**config.mk**
```make
export PLATFORM = sky130hd
export DESIGN_NAME = mlf_top
export DESIGN_NICKNAME = d
export VERILOG_FILES = /design/src/mlf_pkg.sv /design/src/mlf_det_if.sv /design/src/mlf_lock_detect.sv /design/src/mlf_top.sv
export SDC_FILE = /design/constraint.sdc
export NUM_CORES = 1
export LEC_CHECK = 0
export BUFFER_PORTS_ARGS = -buffer_cell sky130_fd_sc_hd__buf_2
export CAP_MARGIN = 30
export CORE_ASPECT_RATIO = 0.6
export CORE_MARGIN = 5
export CORE_UTILIZATION = 50
export CTS_CLUSTER_DIAMETER = 60
export DETAILED_ROUTE_END_ITERATION = 10
export PLACE_DENSITY = 0.75
export SYNTH_ARGS = -nofsm -noshare
export SYNTH_HDL_FRONTEND = slang
export SYNTH_SLANG_ARGS = --single-unit
```
**constraint.sdc**
```tcl
create_clock -name CLOCK -period 14.3 [get_ports CLOCK]
set_input_delay 3.575 -clock CLOCK [delete_from_list [all_inputs] [get_ports CLOCK]]
set_output_delay 3.575 -clock CLOCK [all_outputs]
set_load 0.02 [all_outputs]
```
**src/mlf_pkg.sv**
```systemverilog
package mlf_pkg;

    // ********************************************************
    // register map (plain port, byte offsets as decoded)
    // ********************************************************
    localparam int ADDR_W = 8;
    localparam int DATA_W = 32;
    localparam logic [ADDR_W-1:0] OFS_FAULT_FIRST = 8'h90;
    localparam logic [ADDR_W-1:0] OFS_FAULT_SECOND = 8'h92;
    localparam logic [ADDR_W-1:0] OFS_EVT_STATUS = 8'hA0;
    localparam logic [ADDR_W-1:0] OFS_EVT_MASK = 8'hA4;
    localparam logic [ADDR_W-1:0] OFS_DET_STATE = 8'hA8;

    localparam logic [DATA_W-1:0] RST_FAULT_SECOND = 32'h00000000;
    localparam logic [1:0] RST_FAULT_FIRST = 2'h0;
    localparam logic [4:0] RST_EVT = 5'h00;

    // ********************************************************
    // fault_settings_first field positions
    // ********************************************************
    localparam int POS_SAT_EN = 0;
    localparam int POS_IPD_FREQ_EN = 1;

    // ********************************************************
    // fault_settings_second field positions
    // ********************************************************
    localparam int POS_RESERVED = 31;
    localparam int POS_SPEED_LOCK_EN = 30;
    localparam int POS_BEMF_LOCK_EN = 29;
    localparam int POS_NOMOTOR_LOCK_EN = 28;
    localparam int POS_SPEED_THR_LSB = 25;
    localparam int POS_BEMF_THR_LSB = 22;
    localparam int POS_CUR_THR_LSB = 19;
    localparam int THR_W = 3;

    // ********************************************************
    // event bits (status, mask and detector state share layout)
    // ********************************************************
    localparam int EVT_SPEED_LOCK = 0;
    localparam int EVT_BEMF_LOCK = 1;
    localparam int EVT_NOMOTOR_LOCK = 2;
    localparam int EVT_IPD_FREQ = 3;
    localparam int EVT_SAT = 4;
    localparam int EVT_W = 5;
    localparam int NUM_LOCK = 3;

    // ********************************************************
    // thresholds
    // ********************************************************
    localparam int MEAS_W = 16;
    localparam logic [7:0] SPD_PCT_BASE = 8'h82;
    localparam logic [7:0] SPD_PCT_STEP = 8'h0A;
    localparam logic [7:0] PCT_SCALE = 8'h64;
    localparam logic [15:0] PERMILLE_SCALE = 16'h03E8;

    // percent of maximum speed, codes 0..7 give 130..200
    function automatic logic [7:0] speed_pct(input logic [THR_W-1:0] code);
        speed_pct = SPD_PCT_BASE + 8'(SPD_PCT_STEP * {5'h00, code});
    endfunction

    // per mille of expected back-EMF
    function automatic logic [15:0] bemf_permille(input logic [THR_W-1:0] code);
        unique case (code)
            3'h0: bemf_permille = 16'h0190;
            3'h1: bemf_permille = 16'h01C2;
            3'h2: bemf_permille = 16'h01F4;
            3'h3: bemf_permille = 16'h0226;
            3'h4: bemf_permille = 16'h0258;
            3'h5: bemf_permille = 16'h028A;
            3'h6: bemf_permille = 16'h02A3;
            3'h7: bemf_permille = 16'h02BC;
        endcase
    endfunction

    // phase current in 0.1 mA units
    function automatic logic [MEAS_W-1:0] nomotor_current(input logic [THR_W-1:0] code);
        unique case (code)
            3'h0: nomotor_current = 16'h01D4;
            3'h1: nomotor_current = 16'h01D4;
            3'h2: nomotor_current = 16'h0271;
            3'h3: nomotor_current = 16'h030C;
            3'h4: nomotor_current = 16'h0618;
            3'h5: nomotor_current = 16'h0C30;
            3'h6: nomotor_current = 16'h1248;
            3'h7: nomotor_current = 16'h186A;
        endcase
    endfunction

endpackage

```
**src/mlf_det_if.sv**
```systemverilog
`timescale 1ns/1ns
interface mlf_det_if;
    import mlf_pkg::*;
    logic [NUM_LOCK-1:0] lock_en;
    logic [THR_W-1:0] speed_code;
    logic [THR_W-1:0] bemf_code;
    logic [THR_W-1:0] cur_code;
    logic [MEAS_W-1:0] speed;
    logic [MEAS_W-1:0] max_speed;
    logic [MEAS_W-1:0] bemf;
    logic [MEAS_W-1:0] exp_bemf;
    logic [MEAS_W-1:0] current;
    logic [NUM_LOCK-1:0] hit;

    modport cfg (
        output lock_en, speed_code, bemf_code, cur_code,
        output speed, max_speed, bemf, exp_bemf, current,
        input hit
    );
    modport det (
        input lock_en, speed_code, bemf_code, cur_code,
        input speed, max_speed, bemf, exp_bemf, current,
        output hit
    );
endinterface

```
**src/mlf_lock_detect.sv**
```systemverilog
`timescale 1ns/1ns
module mlf_lock_detect
    import mlf_pkg::*;
#(
    parameter int DEB_CYC = 16
) (
    input wire logic clk, // core clock
    input wire logic rst_n, // async reset, active low
    mlf_det_if.det det // configuration, measurements, hits
);

    localparam int CNT_W = $clog2(DEB_CYC + 1);
    localparam logic [CNT_W-1:0] CNT_MAX = CNT_W'(DEB_CYC);

    // refused at elaboration: a zero-length filter would lock on one noisy sample
    if (DEB_CYC < 1) begin : g_deb_check
        $error("DEB_CYC must be at least 1");
    end

    typedef struct packed {
        logic [NUM_LOCK-1:0][CNT_W-1:0] cnt;
        logic [NUM_LOCK-1:0] hit;
    } mlf_det_st_t;

    mlf_det_st_t st_r;
    mlf_det_st_t st_nxt;
    logic [NUM_LOCK-1:0] cond;
    logic [31:0] spd_lhs;
    logic [31:0] spd_rhs;
    logic [31:0] bemf_lhs;
    logic [31:0] bemf_rhs;

    // ********************************************************
    // threshold comparisons, cross-multiplied to avoid dividers
    // ********************************************************
    always_comb begin
        spd_lhs = 32'(det.speed) * 32'(PCT_SCALE);
        spd_rhs = 32'(det.max_speed) * 32'(speed_pct(det.speed_code));
        bemf_lhs = 32'(det.bemf) * 32'(PERMILLE_SCALE);
        bemf_rhs = 32'(det.exp_bemf) * 32'(bemf_permille(det.bemf_code));
        cond[EVT_SPEED_LOCK] = det.lock_en[EVT_SPEED_LOCK] && (spd_lhs > spd_rhs);
        cond[EVT_BEMF_LOCK] = det.lock_en[EVT_BEMF_LOCK] && (bemf_lhs < bemf_rhs);
        cond[EVT_NOMOTOR_LOCK] = det.lock_en[EVT_NOMOTOR_LOCK]
            && (det.current < nomotor_current(det.cur_code));
    end

    // ********************************************************
    // persistence filter: a lock needs DEB_CYC consecutive samples
    // ********************************************************
    always_comb begin
        st_nxt = st_r;
        for (int i = 0; i < NUM_LOCK; i++) begin
            if (!cond[i]) begin
                st_nxt.cnt[i] = '0;
                st_nxt.hit[i] = 1'b0;
            end else if (st_r.cnt[i] != CNT_MAX) begin
                st_nxt.cnt[i] = st_r.cnt[i] + CNT_W'(1);
                st_nxt.hit[i] = (st_r.cnt[i] + CNT_W'(1)) == CNT_MAX;
            end else begin
                st_nxt.hit[i] = 1'b1;
            end
        end
    end

    always_ff @(posedge clk or negedge rst_n) begin
        if (!rst_n) begin
            st_r <= '0;
        end else begin
            st_r <= st_nxt;
        end
    end

    assign det.hit = st_r.hit;

endmodule

```
**src/mlf_top.sv**
```systemverilog
// Chosen here: the strobed register port.
`timescale 1ns/1ns
// ********************************************************
// motor lock and fault configuration
// ********************************************************
module mlf_top
    import mlf_pkg::*;
#(
    parameter int LOCK_DEB_CYC = 16
) (
    CLOCK, // 50 MHz core clock
    RST_N, // async reset, active low
    ADDR, // register address
    WDATA, // register write data
    WR, // write strobe
    RD, // read strobe
    RDATA, // read data, valid the cycle after RD
    IRQ, // level interrupt
    SPEED, // measured speed
    MAX_SPEED, // configured maximum speed
    BEMF, // measured back-EMF
    EXP_BEMF, // expected back-EMF
    PHASE_CURRENT, // phase current, 0.1 mA units
    IPD_FREQ_ERR, // raw position-detect frequency error
    CUR_LOOP_SAT, // raw current loop saturation
    SPD_LOOP_SAT, // raw speed loop saturation
    LOCK_DET, // per detector lock flags
    MOTOR_LOCK_FAULT, // any lock detected
    IPD_FREQ_FAULT, // reported frequency fault
    SAT_IND // saturation indication
);
    input wire logic CLOCK;
    input wire logic RST_N;
    input wire logic [ADDR_W-1:0] ADDR;
    input wire logic [DATA_W-1:0] WDATA;
    input wire logic WR;
    input wire logic RD;
    output logic [DATA_W-1:0] RDATA;
    output logic IRQ;
    input wire logic [MEAS_W-1:0] SPEED;
    input wire logic [MEAS_W-1:0] MAX_SPEED;
    input wire logic [MEAS_W-1:0] BEMF;
    input wire logic [MEAS_W-1:0] EXP_BEMF;
    input wire logic [MEAS_W-1:0] PHASE_CURRENT;
    input wire logic IPD_FREQ_ERR;
    input wire logic CUR_LOOP_SAT;
    input wire logic SPD_LOOP_SAT;
    output logic [NUM_LOCK-1:0] LOCK_DET;
    output logic MOTOR_LOCK_FAULT;
    output logic IPD_FREQ_FAULT;
    output logic SAT_IND;

    typedef struct packed {
        logic [1:0] fault_first;
        logic [DATA_W-2:0] fault_second;
        logic [EVT_W-1:0] sts;
        logic [EVT_W-1:0] mask;
        logic [DATA_W-1:0] rdata;
        logic irq;
        logic [NUM_LOCK-1:0] lock;
        logic lock_any;
        logic ipd_fault;
        logic sat_ind;
    } mlf_top_st_t;

    mlf_top_st_t st_r;
    mlf_top_st_t st_nxt;
    logic [EVT_W-1:0] evt;
    logic [EVT_W-1:0] det_state;
    logic [DATA_W-1:0] rd_mux;
    logic [DATA_W-1:0] second_full;
    logic ipd_now;
    logic sat_now;

    mlf_det_if dif ();

    // ********************************************************
    // detector hookup
    // ********************************************************
    assign dif.lock_en[EVT_SPEED_LOCK] = st_r.fault_second[POS_SPEED_LOCK_EN];
    assign dif.lock_en[EVT_BEMF_LOCK] = st_r.fault_second[POS_BEMF_LOCK_EN];
    assign dif.lock_en[EVT_NOMOTOR_LOCK] = st_r.fault_second[POS_NOMOTOR_LOCK_EN];
    assign dif.speed_code = st_r.fault_second[POS_SPEED_THR_LSB +: THR_W];
    assign dif.bemf_code = st_r.fault_second[POS_BEMF_THR_LSB +: THR_W];
    assign dif.cur_code = st_r.fault_second[POS_CUR_THR_LSB +: THR_W];
    assign dif.speed = SPEED;
    assign dif.max_speed = MAX_SPEED;
    assign dif.bemf = BEMF;
    assign dif.exp_bemf = EXP_BEMF;
    assign dif.current = PHASE_CURRENT;

    mlf_lock_detect #(
        .DEB_CYC(LOCK_DEB_CYC)
    ) u_det (
        .clk(CLOCK),
        .rst_n(RST_N),
        .det(dif)
    );

    // ********************************************************
    // events and read mux
    // ********************************************************
    always_comb begin
        ipd_now = IPD_FREQ_ERR && st_r.fault_first[POS_IPD_FREQ_EN];
        sat_now = (CUR_LOOP_SAT || SPD_LOOP_SAT) && st_r.fault_first[POS_SAT_EN];
        det_state = {st_r.sat_ind, st_r.ipd_fault, st_r.lock};
        // events are rising edges of the registered indications
        evt = {sat_now && !st_r.sat_ind, ipd_now && !st_r.ipd_fault, dif.hit & ~st_r.lock};
        second_full = {1'b0, st_r.fault_second};
        unique case (ADDR)
            OFS_FAULT_FIRST: rd_mux = {30'h00000000, st_r.fault_first};
            OFS_FAULT_SECOND: rd_mux = second_full;
            OFS_EVT_STATUS: rd_mux = {27'h0000000, st_r.sts};
            OFS_EVT_MASK: rd_mux = {27'h0000000, st_r.mask};
            OFS_DET_STATE: rd_mux = {27'h0000000, det_state};
            default: rd_mux = 32'h00000000;
        endcase
    end

    // ********************************************************
    // next state
    // ********************************************************
    always_comb begin
        st_nxt = st_r;
        if (WR) begin
            unique case (ADDR)
                OFS_FAULT_FIRST: st_nxt.fault_first = WDATA[1:0];
                OFS_FAULT_SECOND: st_nxt.fault_second = WDATA[DATA_W-2:0];
                OFS_EVT_MASK: st_nxt.mask = WDATA[EVT_W-1:0];
                default: st_nxt.fault_first = st_r.fault_first;
            endcase
        end
        st_nxt.rdata = RD ? rd_mux : 32'h00000000;
        // a read clears, but an event in the same cycle still lands
        if (RD && (ADDR == OFS_EVT_STATUS)) begin
            st_nxt.sts = evt;
        end else begin
            st_nxt.sts = st_r.sts | evt;
        end
        st_nxt.lock = dif.hit;
        st_nxt.lock_any = |dif.hit;
        st_nxt.ipd_fault = ipd_now;
        st_nxt.sat_ind = sat_now;
        st_nxt.irq = |(st_nxt.sts & st_nxt.mask);
    end

    always_ff @(posedge CLOCK or negedge RST_N) begin
        if (!RST_N) begin
            st_r.fault_first <= RST_FAULT_FIRST;
            st_r.fault_second <= RST_FAULT_SECOND[DATA_W-2:0];
            st_r.sts <= RST_EVT;
            st_r.mask <= RST_EVT;
            st_r.rdata <= 32'h00000000;
            st_r.irq <= 1'b0;
            st_r.lock <= '0;
            st_r.lock_any <= 1'b0;
            st_r.ipd_fault <= 1'b0;
            st_r.sat_ind <= 1'b0;
        end else begin
            st_r <= st_nxt;
        end
    end

    // ********************************************************
    // outputs, all straight from flops
    // ********************************************************
    assign RDATA = st_r.rdata;
    assign IRQ = st_r.irq;
    assign LOCK_DET = st_r.lock;
    assign MOTOR_LOCK_FAULT = st_r.lock_any;
    assign IPD_FREQ_FAULT = st_r.ipd_fault;
    assign SAT_IND = st_r.sat_ind;

endmodule

```
== Word-level counts from Yosys, hierarchy flattened ==
Memories as Yosys holds them, arrays and structs flattened.
Index checks and enable logic that the tools add are counted.

* Bitwise gates (word level): 4
* Div/mod/pow operators: 0
* Muxes and demuxes: 17
* Add/subtract/negate cells: 4
* Shift operators: 0
* Reductions and logical operators: 15
* $mul: 5
* Equality and inequality tests: 14
* Magnitude comparators: 3

{| class="wikitable"
|+ Operators with widths
! operator !! number
|-
| case mux 31 bit (5 select lines) || 1
|-
| 2-to-1 mux 5 bit || 9
|-
| == test 8 bit (second input constant) || 5
|-
| less-than comparator 26 x 32 -> 1 bit || 1
|-
| multiplier 16 x 16 -> 32 bit || 1
|-
| 2-to-1 mux 32 bit || 1
|-
| greater-than comparator 23 x 24 -> 1 bit || 1
|-
| multiplier 16 x 8 -> 24 bit || 1
|-
| multiplier 16 x 7 -> 23 bit (second input constant) || 1
|-
| multiplier 16 x 5 -> 21 bit (second input constant) || 1
|-
| less-than comparator 16 bit || 1
|-
| adder 5 x 1 -> 5 bit (second input constant) || 3
|-
| == test 5 bit (second input constant) || 3
|-
| inequality test 5 bit (second input constant) || 3
|-
| adder 8 x 7 -> 8 bit (first input constant) || 1
|-
| logical AND 1 bit || 8
|-
| multiplier 3 x 3 -> 6 bit (first input constant) || 1
|-
| 2-to-1 mux 1 bit || 6
|-
| inequality test 2 bit (second input constant) || 3
|-
| AND 5 bit || 1
|-
| bitwise OR 5 bit || 1
|-
| OR reduction 5 bit || 1
|-
| AND reduction 2 bit || 2
|-
| AND 3 bit || 1
|-
| other kinds (4) || 5
|}

* Bits of input ports: 127
* Output and inout bits: 39
* Memories kept: 2
* Word-level logic and storage cells: 78
* Register bits: 100
* Bits in latches: 0
* Memory bits (writable): 0
* Bits in read-only memories: 184

{| class="wikitable"
|+ Memory list
! name !! words !! bits a word !! rd ports !! clocked after memory_dff !! wr ports !! line !! RTL
|-
| (no name shown) || 8 || 13 || 1 || 0 || 0 || mlf_pkg.sv:77 || <nowiki>unique case (code)</nowiki>
|-
| (no name shown) || 8 || 10 || 1 || 0 || 0 || mlf_pkg.sv:63 || <nowiki>unique case (code)</nowiki>
|}

== Depth between registers and ports, before layout ==
* Word-level depth: 7
* Depth in mapped cells: 36
* Mapped depth without buffers: 35

== Cells and area by module ==
From an unflattened synthesis, not the netlist that was laid out.

* Cells, all modules: 2096
* Area total of the unflattened synthesis: 19388.6 um^2

{| class="wikitable"
|+ Modules (own cells, without submodules)
! module !! instances !! area each (um^2) !! cells an instance
|-
| mlf_lock_detect || 1 || 16059.2 || 1849
|-
| mlf_top || 1 || 3329.4 || 247
|}

== Least setup slack after synthesis ==
OpenSTA, ideal clock, no wires.

* Path type: input port to flip-flop
* Start point: in EXP_BEMF[6]
* End point: reg u_det.st_r[10] (netlist bit)
* Data arrival time: 10.124 ns
* Required time: 14.205 ns
* Setup slack: 4.081 ns
* Setup time: 0.095 ns
* Stages on the path: 29
* Path buffers: 1
* Cells stage by stage: buf_1 and2_1 fa_1 inv_1 fa_1 fa_1 fa_1 inv_1 fa_1 inv_1 fa_1 inv_1 ha_1 a21oi_1 o21ai_0 a31o_2 or2_2 a21o_1 a21oi_1 xor2_1 ha_1 a21o_1 a21o_1 a21oi_1 o211a_1 o21bai_1 o211ai_1 mux2i_4 nor4b_2

* Cells in the longest elaborated chain, start to end: 4

{| class="wikitable"
|+ RTL lines
! what !! line !! RTL
|-
| start: declaration || mlf_top.sv:43 || <nowiki>input wire logic [MEAS_W-1:0] EXP_BEMF;</nowiki>
|-
| multiplier 16 x 16 -> 32 bit (*) || mlf_lock_detect.sv:40 || <nowiki>bemf_rhs = 32'(det.exp_bemf) * 32'(bemf_permille(det.bemf_code));</nowiki>
|-
| less-than comparator 26 x 32 -> 1 bit (*) || mlf_lock_detect.sv:42 || <nowiki>cond[EVT_BEMF_LOCK] = det.lock_en[EVT_BEMF_LOCK] && (bemf_lhs < bemf_rhs);</nowiki>
|-
| logical AND 1 bit (*) || mlf_lock_detect.sv:42 ||
|-
| inequality test 2 bit (no source line) / 2-to-1 mux 5 bit (equally long branches) || n/a ||
|-
| end signal: assignment || mlf_lock_detect.sv:69 || <nowiki>st_r <= st_nxt;</nowiki>
|-
| end: declaration || mlf_lock_detect.sv:25 || <nowiki>mlf_det_st_t st_r;</nowiki>
|}

Every way passes the cells marked *; elsewhere a longest branch is shown, timed or not.
A chain may end at the register's enable or synchronous reset.

== Worst setup path after layout ==
* Start point: in EXP_BEMF[4]
* End point: reg u_det.st_r[10] (netlist bit)

Same word-level chain as after synthesis.

==> flow_metrics.env <==
export IMPL_status="finished, final reports clean"
export IMPL_avgViaCountPerCell=5.37
export IMPL_worst_pin_slew_ns=0.918
export IMPL_cts_sinks=99
export IMPL_crit_top_cell="fa_1"
export IMPL_hold_path_startpoint="u_det.det.hit[0]$_DFF_PN0_"
export IMPL_leakage_nw=11.2
export IMPL_nNetsFinal=2931
export IMPL_htreeDepth=3
export IMPL_cts_setup_buffers=0
export IMPL_timing_final_crit_share=0.734
export IMPL_yosysWarnings=0
export IMPL_grt_first_pass_wirelength_um=73500
export IMPL_critPathTopFamily="adder cells"
export IMPL_cts_tree="built"
export IMPL_clock_path_buffers=2
export IMPL_die_height_um=163
export IMPL_slowest_delay_ns=0.54
export IMPL_route_vias_total=14800
export IMPL_netlist_area_um2=19500
export IMPL_multi_input_area_um2=15100
export IMPL_hold_end="LOCK_DET[0]$_DFF_PN0_"
export IMPL_tns_ns=0
export IMPL_cts_root_buffer="clkbuf_16"
export IMPL_clk_pin_slew_ns=0.07
export IMPL_rsz0062_at_grt="no"
export IMPL_end_kind="flop"
export IMPL_synth_edf_count=0
export IMPL_r2r_end="u_det.st_r[10]$_DFFE_PN0P_"
export IMPL_rr_worst_depth=32
export IMPL_rows=56
export IMPL_ios=166
export IMPL_start_util=0.503
export IMPL_hp_class="flop to flop"
export IMPL_io_buffers=163
export IMPL_setup_viol_count_final=0
export IMPL_die_w_um=265
export IMPL_fillers=3487
export IMPL_gr_total_overflow=0
export IMPL_ys_ff_latch=99
export IMPL_regToRegStartpoint="dif.bemf_code[1]$_DFFE_PN0P_"
export IMPL_placed_area_um2=20600
export IMPL_peakVddDrop_uv=138
export IMPL_first_global_vias=15200
export IMPL_cp_required_ns=14.56
export IMPL_firstDrtPassIters=6
export IMPL_max_freq_mhz=95.3
export IMPL_ys_async_sr_fraction=1.00
export IMPL_avgSynthCellArea_um2=9.19
export IMPL_final_cell_area_um2=21000
export IMPL_slew_limit_headroom=0.384
export IMPL_ys_flop_type="dfrtp_1"
export IMPL_powerDensity_nw_per_um2=121
export IMPL_setup_ws_ns=3.80
export IMPL_totalWireLength_um=43600
export IMPL_min_period_ns=10.50
export IMPL_final_hold_viol_count=0
export IMPL_drive_gt1_frac=0.115
export IMPL_postSynthCellCount=2124
export IMPL_clock_skew_ns=0.0123
export IMPL_r2r_slack_ns=5.10
export IMPL_synth_top_area_cell="fa_1"
export IMPL_die_area_um2=43200
export IMPL_crit_fanout=10
export IMPL_cap_violations=0
export IMPL_grt_max_degree=65
export IMPL_synthDistinctLibCells=72
export IMPL_clk_latency_ns=0.35
export IMPL_post_cts_resized=0
export IMPL_areaGrowthSynthToFinish_pct=7.41
export IMPL_crit_type="primary input to flop"
export IMPL_maxSlewViolCount=0
export IMPL_netlist_top_cells_area="fa_1 (25%), ha_1 (21%), dfrtp_1 (13%)"
export IMPL_whs_path_depth=0
export IMPL_antenna_found_initial=7
export IMPL_cts_hold_buffers=0
export IMPL_cpMaxStageDelayCell="fa_1"
export IMPL_crit_arrival_ns=10.75
export IMPL_utilization=0.540
export IMPL_seqCellArea_um2=2480
export IMPL_place_worst_setup_slack_ns=3.46
export IMPL_crit_buf_inv=5
export IMPL_drc_errors=0
export IMPL_core_um2=38800
export IMPL_dp_hpwl_um=36900
export IMPL_grtUsageTotal=0.201
export IMPL_worstSetupStartpointType="primary input"
export IMPL_syn_nets=2829
export IMPL_drtIter0Drc=1089
export IMPL_synth_seq_area_share=0.127
export IMPL_ant_nets=0
export IMPL_gp_congestion=0.866
export IMPL_cts_made_buffers=9
export IMPL_drt_wirelength_per_cell_um=15.8
export IMPL_synth_top_cell_area_share=0.253
[layout make-up]
cell class,instances,area share
multi-input cells,1539,0.719
flip-flops and latches,99,0.118
inverters,403,0.0721
repair buffers,174,0.0441
well taps,522,0.0311
clock buffers,9,0.0107
clock inverters,7,0.00340
diodes,8,0.000954
[Yosys cell counts, types with 5 or more instances]
cell	number
inv_1	403
ha_1	331
fa_1	247
nand2_1	160
and2_1	126
dfrtp_1	99
a21oi_1	69
nor2_1	59
xnor2_1	55
nor2b_1	53
nand3_1	41
and3_1	40
mux2_2	40
o21ai_0	40
clkbuf_1	37
buf_4	35
nor3_1	34
a21o_1	31
xor2_1	24
nand2b_1	16
o21a_1	16
mux2i_1	12
or2_2	12
nand4_1	11
buf_1	10
nor4_1	8
or3_1	8
a211oi_1	7
o211ai_1	7
o31ai_1	7
o21bai_1	6
and4_1	5
nor3b_1	5
[power breakdown]
part | switching (mW) | total (mW) | internal [mW]
Combinational | 1.12 | 1.99 | 0.873
Clock | 0.118 | 0.243 | 0.125
Sequential | 0.00940 | 0.298 | 0.289
[cells by family (layout without fill, tap and decap cells)]
| family | after synthesis | count (layout) | synth area share |
|---|---|---|---|
| adder cells (fa/ha/maj) | 578 | 578 | 0.465 |
| other | 1 | 9 | 0.000192 |
| XOR/XNOR | 79 | 79 | 0.0354 |
| flip-flops | 99 | 99 | 0.127 |
| AO/OA/AOI/OAI | 237 | 237 | 0.0820 |
| buffers and inverters | 486 | 593 | 0.101 |
| multiplexers | 53 | 53 | 0.0304 |
| AND/OR/NAND/NOR | 591 | 591 | 0.159 |
[cells in the final DEF (no fill, tap or decap), types with 16 or more instances in the layout]
cell,synthesis,layout
ha_1,331,331
nor2_1,59,59
and2_1,126,126
nor3_1,34,34
a21o_1,31,31
a21oi_1,69,69
inv_1,403,403
xnor2_1,55,55
nor2b_1,53,53
nand2_1,160,160
buf_2,0,162
mux2_2,40,40
dfrtp_1,99,99
nand3_1,41,41
and3_1,40,40
nand2b_1,16,16
o21ai_0,40,40
fa_1,247,247
xor2_1,24,24
o21a_1,16,16
[state kept, by name, summed over array words and instances (netlist names)]
register,count
u_det.det.hit,3
st_r,12
IPD_FREQ_FAULT,1
dif.speed_code,3
u_det.st_r,15
SAT_IND,1
dif.cur_code,3
second_full,19
LOCK_DET,3
RDATA,31
dif.lock_en,3
IRQ,1
MOTOR_LOCK_FAULT,1
dif.bemf_code,3
[per-layer routing]
metal	GRT usage	part of all wire	vias up
met2	0.320	0.46	357
li1	-	-	7057
met5	0	0	-
met1	0.304	0.48	7353
met4	0.0449	0.015	0
met3	0.0152	0.042	68
[how the worst max path moves through the flow]
stage,startpoint,end,slack (ns),cells past startpoint
2_1_floorplan,EXP_BEMF[6],u_det.st_r[10]$_DFFE_PN0P_,4.08,29
6_report,EXP_BEMF[4],u_det.st_r[10]$_DFFE_PN0P_,3.80,29
5_1_grt,EXP_BEMF[4],u_det.st_r[10]$_DFFE_PN0P_,3.54,29
4_1_cts,EXP_BEMF[4],u_det.st_r[10]$_DFFE_PN0P_,3.83,29
3_5_place_dp,EXP_BEMF[4],u_det.st_r[10]$_DFFE_PN0P_,3.46,29
3_3_place_gp,EXP_BEMF[4],u_det.st_r[10]$_DFFE_PN0P_,3.63,29
[per-stage QoR]
stage | hold slack, ns | cells | total power, mW
final | 0.388 | 2761 | 2.53
after global routing | 0.410 | 2760 | 2.83
after CTS | 0.394 | 2751 | 2.53
after detailed placement | 0.366 | 2735 | 2.27
after global placement | 0.367 | 2733 | 2.19
after floorplan | 0.354 | 2124 | 1.84
No activity file was read; power rests on OpenSTA's default activity.
